===== config.mk =====
export PLATFORM = sky130hd
export DESIGN_NAME = move_nop_return_decode
export DESIGN_NICKNAME = d
export VERILOG_FILES = /design/src/design/decode_pkg.sv /design/src/design/move_nop_return_decode.sv
export SDC_FILE = /design/constraint.sdc
export NUM_CORES = 1
export LEC_CHECK = 0
export BUFFER_PORTS_ARGS = -buffer_cell sky130_fd_sc_hd__buf_2
export CELL_PAD_IN_SITES_DETAIL_PLACEMENT = 1
export CELL_PAD_IN_SITES_GLOBAL_PLACEMENT = 1
export CORE_MARGIN = 2
export CORE_UTILIZATION = 30
export DETAILED_ROUTE_END_ITERATION = 6
export PLACE_DENSITY_LB_ADDON = 0.1
export SYNTH_ARGS = -nofsm -noshare
export SYNTH_HDL_FRONTEND = slang
export SYNTH_SLANG_ARGS = --single-unit

===== constraint.sdc =====
create_clock -name clk -period 3.5 [get_ports clk]
set_clock_uncertainty 0.05 [all_clocks]
set_input_delay 0.175 -clock clk [delete_from_list [all_inputs] [get_ports clk]]
set_output_delay 0.175 -clock clk [all_outputs]
set_load 0.1 [all_outputs]

===== src/design/decode_pkg.sv =====
`default_nettype none
package decode_pkg;
	// ------------------------------------------------------------
	// instruction word layout
	// ------------------------------------------------------------
	localparam int          INSN_W        = 14;     // program word width
	localparam int          PC_W          = 13;     // program counter width
	localparam int          DATA_W        = 8;      // data path width
	localparam int          FADDR_W       = 7;      // file address width
	localparam int          IRQ_EN_BIT    = 7;      // enable bit in irq control reg
	// literal load: 11 00xx kkkk kkkk
	localparam logic [13:0] LIT_MASK      = 14'h3C00;
	localparam logic [13:0] LIT_CODE      = 14'h3000;
	// store working: 00 0000 1fff ffff
	localparam logic [13:0] STW_MASK      = 14'h3F80;
	localparam logic [13:0] STW_CODE      = 14'h0080;
	// no operation: 00 0000 0xx0 0000
	localparam logic [13:0] IDLE_MASK     = 14'h3F9F;
	localparam logic [13:0] IDLE_CODE     = 14'h0000;
	// interrupt return: 00 0000 0000 1001
	localparam logic [13:0] RFI_CODE      = 14'h0009;
	// reset values
	localparam logic [7:0]  W_RESET       = 8'h00;
	localparam logic [12:0] PC_RESET      = 13'h0000;
	localparam logic [7:0]  IRQCTL_RESET  = 8'h00;
	// cycle counts
	localparam int          RFI_CYCLES    = 2;      // interrupt return length
	// decoded operation classes
	typedef enum logic [2:0] {
		OP_NONE, OP_LIT, OP_STW, OP_IDLE, OP_RFI
	} op_t;
endpackage : decode_pkg
`default_nettype wire


===== src/design/move_nop_return_decode.sv =====
// Notes on behaviour
// - literal load writes literal into working register
// - store working copies W to file register
// - interrupt return pops stack into PC
// - interrupt return sets global irq enable bit
// - interrupt return takes two instruction cycles
`default_nettype none
module move_nop_return_decode
	import decode_pkg::*;
(
	input  wire logic               clk,
	input  wire logic               sys_rst,
	input  wire logic [INSN_W-1:0]  insn,
	input  wire logic               insn_valid,
	input  wire logic [PC_W-1:0]    stack_top,
	output logic      [DATA_W-1:0]  working_ff,
	output logic                    file_we_ff,
	output logic      [FADDR_W-1:0] file_addr_ff,
	output logic      [DATA_W-1:0]  file_wdata_ff,
	output logic                    stack_pop_ff,
	output logic      [PC_W-1:0]    pc_ff,
	output logic      [DATA_W-1:0]  irq_control_reg_ff,
	output logic                    busy_ff,
	output logic                    done_ff,
	output logic                    unknown_op_ff
);
	// ------------------------------------------------------------
	// decode
	// ------------------------------------------------------------
	op_t op;                                         // class of current word
	logic take;                                      // word accepted this cycle
	assign take = insn_valid && !busy_ff;

	// don't-care bits of literal load are masked out, so any value executes
	always_comb begin
		if ((insn & LIT_MASK) == LIT_CODE) begin
			op = OP_LIT;
		end else if ((insn & STW_MASK) == STW_CODE) begin
			op = OP_STW;
		end else if (insn == RFI_CODE) begin
			op = OP_RFI;
		end else if ((insn & IDLE_MASK) == IDLE_CODE) begin
			op = OP_IDLE;
		end else begin
			op = OP_NONE;                            // outside this block
		end
	end

	// ------------------------------------------------------------
	// sequencing
	// ------------------------------------------------------------
	// second cycle of interrupt return; a word offered while busy is not taken
	always_ff @(posedge clk) begin
		if (sys_rst) begin
			busy_ff <= 1'b0;
		end else begin
			busy_ff <= take && (op == OP_RFI);
		end
	end

	// completion pulse: single-cycle ops at once, return after its 2nd cycle
	always_ff @(posedge clk) begin
		if (sys_rst) begin
			done_ff <= 1'b0;
		end else begin
			done_ff <= busy_ff || (take && (op == OP_LIT || op == OP_STW
				|| op == OP_IDLE));
		end
	end

	// flag for words this block does not execute
	always_ff @(posedge clk) begin
		if (sys_rst) begin
			unknown_op_ff <= 1'b0;
		end else begin
			unknown_op_ff <= take && (op == OP_NONE);
		end
	end

	// ------------------------------------------------------------
	// working register
	// ------------------------------------------------------------
	always_ff @(posedge clk) begin
		if (sys_rst) begin
			working_ff <= W_RESET;
		end else if (take && op == OP_LIT) begin
			working_ff <= insn[DATA_W-1:0];
		end
	end

	// ------------------------------------------------------------
	// file register write port
	// ------------------------------------------------------------
	// one-cycle strobe; data is W as it stood when the word was taken
	always_ff @(posedge clk) begin
		if (sys_rst) begin
			file_we_ff    <= 1'b0;
			file_addr_ff  <= '0;
			file_wdata_ff <= '0;
		end else begin
			file_we_ff <= take && (op == OP_STW);
			if (take && op == OP_STW) begin
				file_addr_ff  <= insn[FADDR_W-1:0];
				file_wdata_ff <= working_ff;
			end
		end
	end

	// ------------------------------------------------------------
	// stack and program counter
	// ------------------------------------------------------------
	// pop is a one-cycle pulse in the second (busy) cycle of the return
	always_ff @(posedge clk) begin
		if (sys_rst) begin
			stack_pop_ff <= 1'b0;
		end else begin
			stack_pop_ff <= take && (op == OP_RFI);
		end
	end

	// pc advances on single-cycle ops; return loads the stack top
	always_ff @(posedge clk) begin
		if (sys_rst) begin
			pc_ff <= PC_RESET;
		end else if (take && op == OP_RFI) begin
			pc_ff <= stack_top;
		end else if (take && op != OP_NONE) begin
			pc_ff <= pc_ff + PC_W'(1);
		end
	end

	// ------------------------------------------------------------
	// interrupt control register
	// ------------------------------------------------------------
	// only the enable bit is touched; other bits belong elsewhere
	always_ff @(posedge clk) begin
		if (sys_rst) begin
			irq_control_reg_ff <= IRQCTL_RESET;
		end else if (take && op == OP_RFI) begin
			irq_control_reg_ff[IRQ_EN_BIT] <= 1'b1;
		end
	end

	// done of a return lands exactly its cycle count after the take
	localparam int RET_LEN = RFI_CYCLES;             // cycles from take to done
endmodule : move_nop_return_decode
`default_nettype wire


==> metrics.md, run 1 <==
| Metric | Value |
|---|---|
| Final Hold Fails | 0 |
| CTS Buffer Depth | 2 |
| Final setup fails | 0 |
| Gr usage total | 15.8% |
| Die H | 83.9 um |
| Post-route clock period utilization | 62.7% |
| Critical Path AT | 2.36 ns |
| Die Footprint | 7030 um2 |
| Number of CTS-inserted buffers | 5 |
| Setup ws final | 1.31 ns |
| Maxcap violations | 0 |
| Initial core utilization | 30.7% |
| Startpoint Class | flop |
| Share of layout cells above drive strength 1 | 31.0% |
| Uppermost layer routed | met4 |
| Core ar. | 6240 um2 |
| DRC Markers | 0 |
| Delay of the slowest critical-path stage | 0.72 ns |
| Outcome | complete, no violations |
| Maximum fanout along the worst path | 13 |
| Leakage power | 1.01 nW |
| Psw | 0.000264 W |
| Clock sinks | 41 |
| Unique masters post-synth | 40 |
| Iteration-0 DRC Markers | 48 |
| I/O pin cnt | 79 |
| Relative slew slack | 38.2% |
| Pwr dens | 410 nW/um2 |
| Async SR Flop Fraction | 0% |
| First-pass GRT wire length | 9050 um |
| Top cells by area, synth | dfxtp_1 (43%), nand2_1 (8.4%), a21oi_1 (7.6%) |
| GRT overflow | 0 |
| Fin nets | 327 |
| Post-synthesis register bit count | 41 |
| Detailed Route WL | 5380 um |
| Critical-path cell list | nor2b_1, and3_1, and2_1, nand4_1, xor2_1, a211oi_1 |
| Syn avg cell area | 8.28 um2 |
| Gate power share | 10.7% |
| Post-DP HPWL | 3980 um |
| Yosys top cell by area | dfxtp_1 |
| Post-Synthesis Cells | 231 |
| Hold path startpoint | stack_top[12] |
| Seq/Total Area, Yosys | 42.9% |
| Slowest stage cell, crit path | nor2b_1 |
| FF-to-FF Start | stack_pop_ff |
| DR vias | 1836 |
| CTS Hold Buffers Added | 0 |
| Setup repair bufs after CTS | 0 |
| Number of flops mapped to enable cells by yosys | 0 |
| Setup_tns | 0 ns |
| Pin count of the biggest net entering global routing | 42 |
| Multi-input gate area | 1000 um2 |
| Initial antenna violation count | 0 |
| CP delay by family, top | simple AND/OR/NAND/NOR gates |
| M1 WL | 2590 um |
| Reg area | 821 um2 |
| Remaining antenna violation count after routing | 0 |
| CTS-repair resized insts | 0 |
| WL met3 | 342 um |
| Total design power | 0.000985 W |
| GPL Wtd Cong | 0.785 |
| CTS tree | built |
| Worst slew pin tran | 0.925 ns |
| DR WL met2 | 2360 um |
| Area growth syn-to-layout | 25.6% |
| CP required | 3.66 ns |
| Clock transition at path regs | 0.08 ns |
| Detailed Routing Iterations Pass 1 | 4 |
| CP Class | reg -> reg |
| Achievable frequency | 0.456 GHz |
| Min Tclk post-route | 2.19 ns |
| Clk pwr share | 41.6% |
| Crit path capture type | flop |
| IO buf count | 71 |
| Switching share of power | 26.8% |
| Maximum vdd drop | 0.000181 V |
| Worst path bufs/invs | 0 |
| Most common cell after layout, fill and taps aside | buf_2 |
| Hold Crit Class | in -> reg |
| Synth top area share | 42.9% |
| Warnings, synthesis | 0 |
| H-tree Lvls | 2 |
| Later-pin clock latency in the skew report | 0.30 ns |
| Row count | 29 |
| Fillers | 804 |
| Die X | 83.9 um |
| Vias per Instance | 4.91 |
| Vias in the first global route | 1808 |
| Most frequent cells in the layout | buf_2 (71), nand2_1 (43), dfxtp_1 (41) |
| RSZ-0062 raised after global routing | no |
| Post-synth top flop | dfxtp_1 |
| Pint | 0.000721 W |
| Critical path startpoint | stack_pop_ff |
| Synthesized area | 1910 um2 |
| Slew Limit Fails | 0 |
| Post-Place Setup Slack | 1.32 ns |
| CTS root buf | clkbuf_8 |
| Drt wl/cell | 14.4 um |
| # diodes | 0 |
| Sequential share of power | 47.7% |
logic make-up after synthesis:
family	share of synthesized area [%]
simple gates	31.1
other cells	0.196
flops	42.9
buf+inv	5.89
mux	0.523
fa+ha+maj	0.654
compound gates	14.6
xor+xnor	4.12
path summary, 6_finish.rpt:
check	endpoint	slack [ns]	depth (start not counted)
hold / removal	pc_ff[12]	0.1	3
hold reg to reg	file_wdata_ff[4]	0.40	2
setup / recovery	pc_ff[9]	1.31	6
setup reg to reg	pc_ff[9]	1.31	6
area by class of cell:
cell class | instances | share of cell area (%)
Clock inverter | 2 | 1.56
Tap cell | 77 | 4.01
Sequential cell | 41 | 34.2
Clock buffer | 6 | 3.44
Timing Repair Buffer | 71 | 14.8
Inverter | 2 | 0.313
Multi-Input combinational cell | 175 | 41.7
power groups by stage:
stage	clock (W)	combinational, W	sequential (W)
2_1_floorplan	0	0.0000631	0.000498
3_3_place_gp	0	0.000105	0.000481
5_1_grt	0.000443	0.000111	0.000470
4_1_cts	0.000424	0.000106	0.000470
6_report	0.000410	0.000105	0.000470
3_5_place_dp	0	0.000106	0.000481
routing by layer:
metal | global-route usage (%) | vias to the layer above
li1 | - | 916
met1 | 21.7 | 856
met2 | 24.1 | 56
met3 | 4.35 | 8
met4 | 5.13 | 0
met5 | 0 | -
worst min-delay path, delay by kind of cell:
| kind | cells | cell delay (ns) |
|---|---|---|
| buffers and inverters | 1 | 0.09 |
| AO/OA/AOI/OAI | 2 | 0.15 |
sequential cells by signal, summed over array words and instances, names as in the netlist:
signal              count
stack_pop_ff            1
file_we_ff              1
working_ff              8
done_ff                 1
file_addr_ff            7
file_wdata_ff           8
irq_control_reg_ff      1
pc_ff                  13
unknown_op_ff           1
synth_stat cells, types with 3 or more instances:
cell type / number
nand3_1: 18
nand2b_1: 3
dfxtp_1: 41
nor2_1: 19
buf_2: 3
a21oi_1: 29
clkbuf_1: 7
nand2_1: 43
buf_4: 8
and2_1: 3
xor2_1: 8
nand4_1: 6
and3_1: 4
a211oi_1: 9
stage by stage:
step	util [%]	instances	hold slack, ns	instance area (um2)
after floorplan	-	237	0.251	1940
after global routing	38.5	374	0.104	2400
after CTS	38.5	374	0.0870	2400
final	38.5	374	0.0976	2400
after detailed placement	36.6	366	0.393	2280
after global placement	36.6	366	0.384	2280
No activity file was read; power rests on OpenSTA's default activity.
==> run 2: changes to the inputs <==
==> constraint.sdc (replaced) <==
create_clock -name clk -period 1.8 [get_ports clk]
set_clock_uncertainty 0.05 [all_clocks]
set_input_delay 0.09 -clock clk [delete_from_list [all_inputs] [get_ports clk]]
set_output_delay 0.09 -clock clk [all_outputs]
set_load 0.1 [all_outputs]
==> run 2 against run 1 <==
Net effect: core utilization increased by 1.6 points; via count increased by 2.3%; fmax increased by 33%; sequential power increased by 94%; clock-buffer cell count increased by 1; global-route usage increased by 0.40 points; flip-flop and latch count unchanged; power increased by 93%; clock power increased by 90%; worst setup slack got worse by 1.2 ns.
==> metrics.md, run 2 (same netlist as run 1, synthesis figures left out) <==
| Metric | Value |
|---|---|
| CTS Hold Buffers Added | 0 (unchanged) |
| Detailed Routing Iterations Pass 1 | 3 (-1) |
| Row count | 29 (unchanged) |
| I/O pin cnt | 79 (unchanged) |
| Reg area | 836 um2 (+1.8%) |
| IO buf count | 71 (unchanged) |
| # diodes | 0 (unchanged) |
| Die Footprint | 7030 um2 (unchanged) |
| Largest register FFs | 13 (unchanged) |
| Die X | 83.9 um (unchanged) |
| Min Tclk post-route | 1.65 ns (-0.549 ns) |
| CTS-repair resized insts | 0 (unchanged) |
| Achievable frequency | 0.608 GHz (+33%) |
| Setup ws final | 0.154 ns (-1.15 ns) |
| First-pass GRT wire length | 9210 um (+1.8%) |
| Pwr dens | 761 nW/um2 (+86%) |
| Largest reg by FF count | pc_ff |
| RSZ-0062 raised after global routing | no |
| GPL Wtd Cong | 0.760 (-3.3%) |
| DRC Markers | 0 (unchanged) |
| H-tree Lvls | 2 (unchanged) |
| Final setup fails | 0 (unchanged) |
| Number of CTS-inserted buffers | 5 (unchanged) |
| Hold Crit Class | in -> reg |
| CP required | 1.96 ns (-1.70 ns) |
| Outcome | complete, no violations |
| Setup repair bufs after CTS | 0 (unchanged) |
| Clock transition at path regs | 0.08 ns (about the same) |
| Area growth syn-to-layout | 30.7% |
| Final Hold Fails | 0 (unchanged) |
| Maxcap violations | 0 (unchanged) |
| Remaining antenna violation count after routing | 0 (unchanged) |
| DR vias | 1879 (+2.3%) |
| CTS Buffer Depth | 2 (unchanged) |
| Multi-input gate area | 1000 um2 (unchanged) |
| Initial core utilization | 30.7% (unchanged) |
| Post-route clock period utilization | 91.4% (+29 points) |
| Fillers | 793 (-1.4%) |
| Die H | 83.9 um (unchanged) |
| Maximum fanout along the worst path | 8 (-5) |
| Slew Limit Fails | 0 (unchanged) |
| Share of layout cells above drive strength 1 | 36.8% (+5.8 points) |
| Vias in the first global route | 1868 (+3.3%) |
| Maximum vdd drop | 0.000299 V (+65%) |
| Most common cell after layout, fill and taps aside | buf_2 |
| Drt wl/cell | 14.6 um (+1.4%) |
| Leakage power | 1.07 nW (+5.7%) |
| CP Class | reg -> reg |
| Fin nets | 337 (+3.1%) |
| Vias per Instance | 4.89 (-0.32%) |
| Most frequent cells in the layout | buf_2 (71), nand2_1 (43), a21oi_1 (29), dfxtp_1 (29), nor2_1 (19) |
| Post-DP HPWL | 4220 um (+6.0%) |
| Placed cell count | 376 (+2.7%) |
| Later-pin clock latency in the skew report | 0.29 ns (about the same) |
| Startpoint Class | flop |
| CTS root buf | clkbuf_8 |
| Clock sinks | 41 (unchanged) |
| Iteration-0 DRC Markers | 73 (+52%) |
| Biggest regs | pc_ff (13), file_wdata_ff (8), working_ff (8) |
| CTS tree | built |
| Detailed Route WL | 5600 um (+4.1%) |
| Setup_tns | 0 ns (unchanged) |
| Critical Path AT | 1.80 ns (-0.56 ns) |
| Core ar. | 6240 um2 (unchanged) |
| Initial antenna violation count | 0 (unchanged) |
| GRT overflow | 0 (unchanged) |
| Pin count of the biggest net entering global routing | 20 (-52%) |
| Crit path capture type | flop |
| Post-Place Setup Slack | 0.0518 ns (-1.27 ns) |
| Fin cells | 384 (+2.7%) |
| Gr usage total | 16.2% (+0.40 points) |
==> run 2: worst max-delay path, stage by stage, from the launching register on <==
cell,delay (ns)
dfxtp_2,0.35
nand2b_1,0.22
nor3_4,0.39
nand4_1,0.16
xor2_1,0.17
a211oi_1,0.23
==> run 2: where the power goes <==
part / total [W] / switching (W) / internal [W]
clock network: 0.000779 / 0.000326 / 0.000453
registers: 0.000913 / 0.00000275 / 0.000910
logic: 0.000212 / 0.000166 / 0.0000462
==> run 2: final cells by class <==
cell class | instances | area share (%)
inverter | 2 | 0.300
multi-input combinational | 175 | 40.1
clock buffer | 7 | 3.45
sequential | 41 | 33.4
timing repair buffer | 81 | 17.7
tap | 77 | 3.85
clock inverter | 1 | 1.20
==> run 2: path summary, 6_finish.rpt <==
path	slack [ns]	from	to	cells after the start
worst max-delay path	0.15	stack_pop_ff	pc_ff[10]	5
worst min-delay path	0.01	stack_top[9]	pc_ff[9]	3
worst max register to register	0.15	stack_pop_ff	pc_ff[10]	5
worst min register to register	0.40	irq_control_reg_ff[7]	irq_control_reg_ff[7]	2
==> run 2: per-layer routing <==
layer / up-vias / share of wire [%] / track usage [%] / routed length (um)
met3: 5 / 5.2 / 4.25 / 292
li1: 935 / - / - / -
met1: 892 / 47 / 21.4 / 2640
met2: 47 / 47 / 26.0 / 2610
met4: 0 / 1.1 / 4.84 / 62
met5: - / 0 / 0 / 0
==> run 2: stage by stage <==
| stage | total power, W | area, um2 | hold WS [ns] | utilization, % |
|---|---|---|---|---|
| 6_report | 0.00190 | 2500 | 0.0124 | 40.1 |
| 5_1_grt | 0.00198 | 2500 | 0.0258 | 40.1 |
| 4_1_cts | 0.00194 | 2500 | 0.00963 | 40.1 |
| 3_5_place_dp | 0.00115 | 2380 | 0.331 | 38.2 |
| 3_3_place_gp | 0.00115 | 2380 | 0.323 | 38.2 |
| 2_1_floorplan | 0.00109 | 1950 | 0.166 | - |
==> run 3: changes to the inputs <==
--- a/config.mk
+++ b/config.mk
@@ -10,6 +10,7 @@
 export CELL_PAD_IN_SITES_GLOBAL_PLACEMENT = 1
 export CORE_MARGIN = 2
 export CORE_UTILIZATION = 30
+export CTS_BUF_LIST = sky130_fd_sc_hd__clkbuf_4
 export DETAILED_ROUTE_END_ITERATION = 6
 export PLACE_DENSITY_LB_ADDON = 0.1
 export SYNTH_ARGS = -nofsm -noshare
==> run 3 against run 2 <==
Net effect: sequential share of layout area decreased by 2.5 points; core utilization rose by 3.2 points; critical path depth increased by 4; fmax down 6.3%; cell area is 8.1% higher; critical path type is now in -> reg; largest cell class unchanged; largest power group unchanged.
==> metrics.md, run 3 (same netlist as run 1, synthesis figures left out) <==
| Metric | Value |
|---|---|
| Post-Place Setup Slack | 0.0518 ns (unchanged) |
| DR WL met2 | 2770 um (+6.0%) |
| DRC Markers | 0 (unchanged) |
| Worst path bufs/invs | 3 (+3) |
| Setup ws final | 0.0439 ns (-0.111 ns) |
| Biggest regs | pc_ff (13), file_wdata_ff (8), working_ff (8) |
| Outcome | complete, no violations |
| Initial antenna violation count | 0 (unchanged) |
| Placed cell count | 376 (unchanged) |
| Final Hold Fails | 0 (unchanged) |
| Fin cells | 406 (+5.7%) |
| First-pass GRT wire length | 9650 um (+4.7%) |
| Multi-input gate area | 1010 um2 (+1.0%) |
| Die Footprint | 7030 um2 (unchanged) |
| Row count | 29 (unchanged) |
| Slew Limit Fails | 0 (unchanged) |
| Clock transition at path regs | 0.12 ns (+0.04 ns) |
| Post-route clock period utilization | 97.6% (+6.1 points) |
| Hold slack final | 0.0857 ns (+0.0733 ns) |
| Reg area | 836 um2 (unchanged) |
| Slowest stage cell, crit path | dlygate4sd3_1 |
| Die X | 83.9 um (unchanged) |
| CTS Buffer Depth | 2 (unchanged) |
| Die H | 83.9 um (unchanged) |
| Number of CTS-inserted buffers | 5 (unchanged) |
| Drt wl/cell | 14.5 um (-0.29%) |
| IO buf count | 71 (unchanged) |
| CTS root buf | clkbuf_4 |
| WL met3 | 289 um (-1.0%) |
| Core ar. | 6240 um2 (unchanged) |
| Most common cell after layout, fill and taps aside | buf_2 |
| H-tree Lvls | 2 (unchanged) |
| Maxcap violations | 0 (unchanged) |
| Total design power | 0.00178 W (-6.5%) |
| Detailed Route WL | 5910 um (+5.4%) |
| Crit path capture type | flop |
| Gr usage total | 17.0% (+0.83 points) |
| DR vias | 1981 (+5.4%) |
| Clock sinks | 41 (unchanged) |
| Min Tclk post-route | 1.76 ns (+0.111 ns) |
| Critical Path AT | 1.98 ns (+0.18 ns) |
| I/O pin cnt | 79 (unchanged) |
| CP required | 2.02 ns (+0.06 ns) |
| GPL Wtd Cong | 0.760 (unchanged) |
| Critical-path cell list | dlygate4sd3_1, buf_2, nor2_1, a211oi_2, nor3_4, buf_12, and3_4, xnor2_1, a211oi_2 |
| Post-DP HPWL | 4220 um (unchanged) |
| Initial core utilization | 30.7% (unchanged) |
| Leakage power | 1.15 nW (+7.6%) |
| Maximum fanout along the worst path | 8 (unchanged) |
| Detailed Routing Iterations Pass 1 | 4 (+1) |
| GRT overflow | 0 (unchanged) |
| Largest register FFs | 13 (unchanged) |
| CTS tree | built |
| M1 WL | 2780 um (+5.5%) |
| Area growth syn-to-layout | 41.3% |
| Fin nets | 359 (+6.5%) |
| Top cell by count, worst path | a211oi_2 |
| Later-pin clock latency in the skew report | 0.34 ns (+0.05 ns) |
| Fillers | 779 (-1.8%) |
| Startpoint Class | input port |
| Pin count of the biggest net entering global routing | 20 (unchanged) |
| Final setup fails | 0 (unchanged) |
| Pwr dens | 658 nW/um2 (-14%) |
| Share of layout cells above drive strength 1 | 35.3% (-1.5 points) |
| CP delay by family, top | buffers and inverters |
| Vias per Instance | 4.88 (-0.28%) |
| Remaining antenna violation count after routing | 0 (unchanged) |
| Vias in the first global route | 1959 (+4.9%) |
| Delay of the slowest critical-path stage | 0.53 ns (+0.14 ns) |
| Hold Crit Class | in -> reg |
| Uppermost layer routed | met4 |
| Maximum vdd drop | 0.000302 V (+0.89%) |
| # diodes | 0 (unchanged) |
| Most frequent cells in the layout | buf_2 (71), nand2_1 (43), a21oi_1 (29), dfxtp_1 (29), dlygate4sd3_1 (21) |
| CP Class | in -> reg |
| Iteration-0 DRC Markers | 48 (-34%) |
| Setup_tns | 0 ns (unchanged) |
| Achievable frequency | 0.569 GHz (-6.3%) |
| Largest reg by FF count | pc_ff |
==> run 3: path summary, 6_finish.rpt <==
path	startpoint	end	slack, ns	cells after the start
worst max-delay path	insn[3]	pc_ff[4]	0.04	9
worst min-delay path	sys_rst	done_ff	0.09	2
worst max register to register	stack_pop_ff	pc_ff[10]	0.18	6
worst min register to register	irq_control_reg_ff[7]	irq_control_reg_ff[7]	0.41	2
==> run 3: area by class of cell <==
| cell class | count | area share, % |
|---|---|---|
| sequential | 41 | 30.9 |
| tap | 77 | 3.56 |
| timing repair buffer | 103 | 24.9 |
| multi-input combinational | 175 | 37.4 |
| clock buffer | 6 | 1.67 |
| clock inverter | 2 | 1.25 |
| inverter | 2 | 0.278 |
==> run 3: stage by stage <==
stage          utilization [%]  instance area (um2)
2_1_floorplan                -                 1950
3_3_place_gp              38.2                 2380
3_5_place_dp              38.2                 2380
4_1_cts                   42.8                 2670
5_1_grt                   43.3                 2700
6_report                  43.3                 2700
==> run 3: power breakdown <==
part	leakage [nW]	switching, W	internal [W]
clock network	0.0433	0.000309	0.000304
logic	0.768	0.000175	0.0000775
registers	0.337	0.00000271	0.000911
total	1.15	0.000487	0.00129
==> run 3: worst reg2reg max path: stages, from the launching register on <==
cell and delay, ns:
dfxtp_2 0.36, nand2b_1 0.22, nor3_4 0.25, buf_12 0.14, nand4_1 0.11, xor2_1 0.17, a211oi_1 0.24
==> run 3: layer usage <==
layer / vias up / track usage (%)
met5: - / 0
met4: 0 / 4.84
met3: 5 / 4.15
met2: 51 / 27.6
met1: 943 / 22.5
li1: 982 / -
==> run 3: what timing repair did <==
item	4_1_cts	5_1_grt
gates resized for setup	0	3
hold buffers	21	0
endpoints found under the setup margin	0	11
buffers inserted	0	1
hold endpoints to repair	28	0
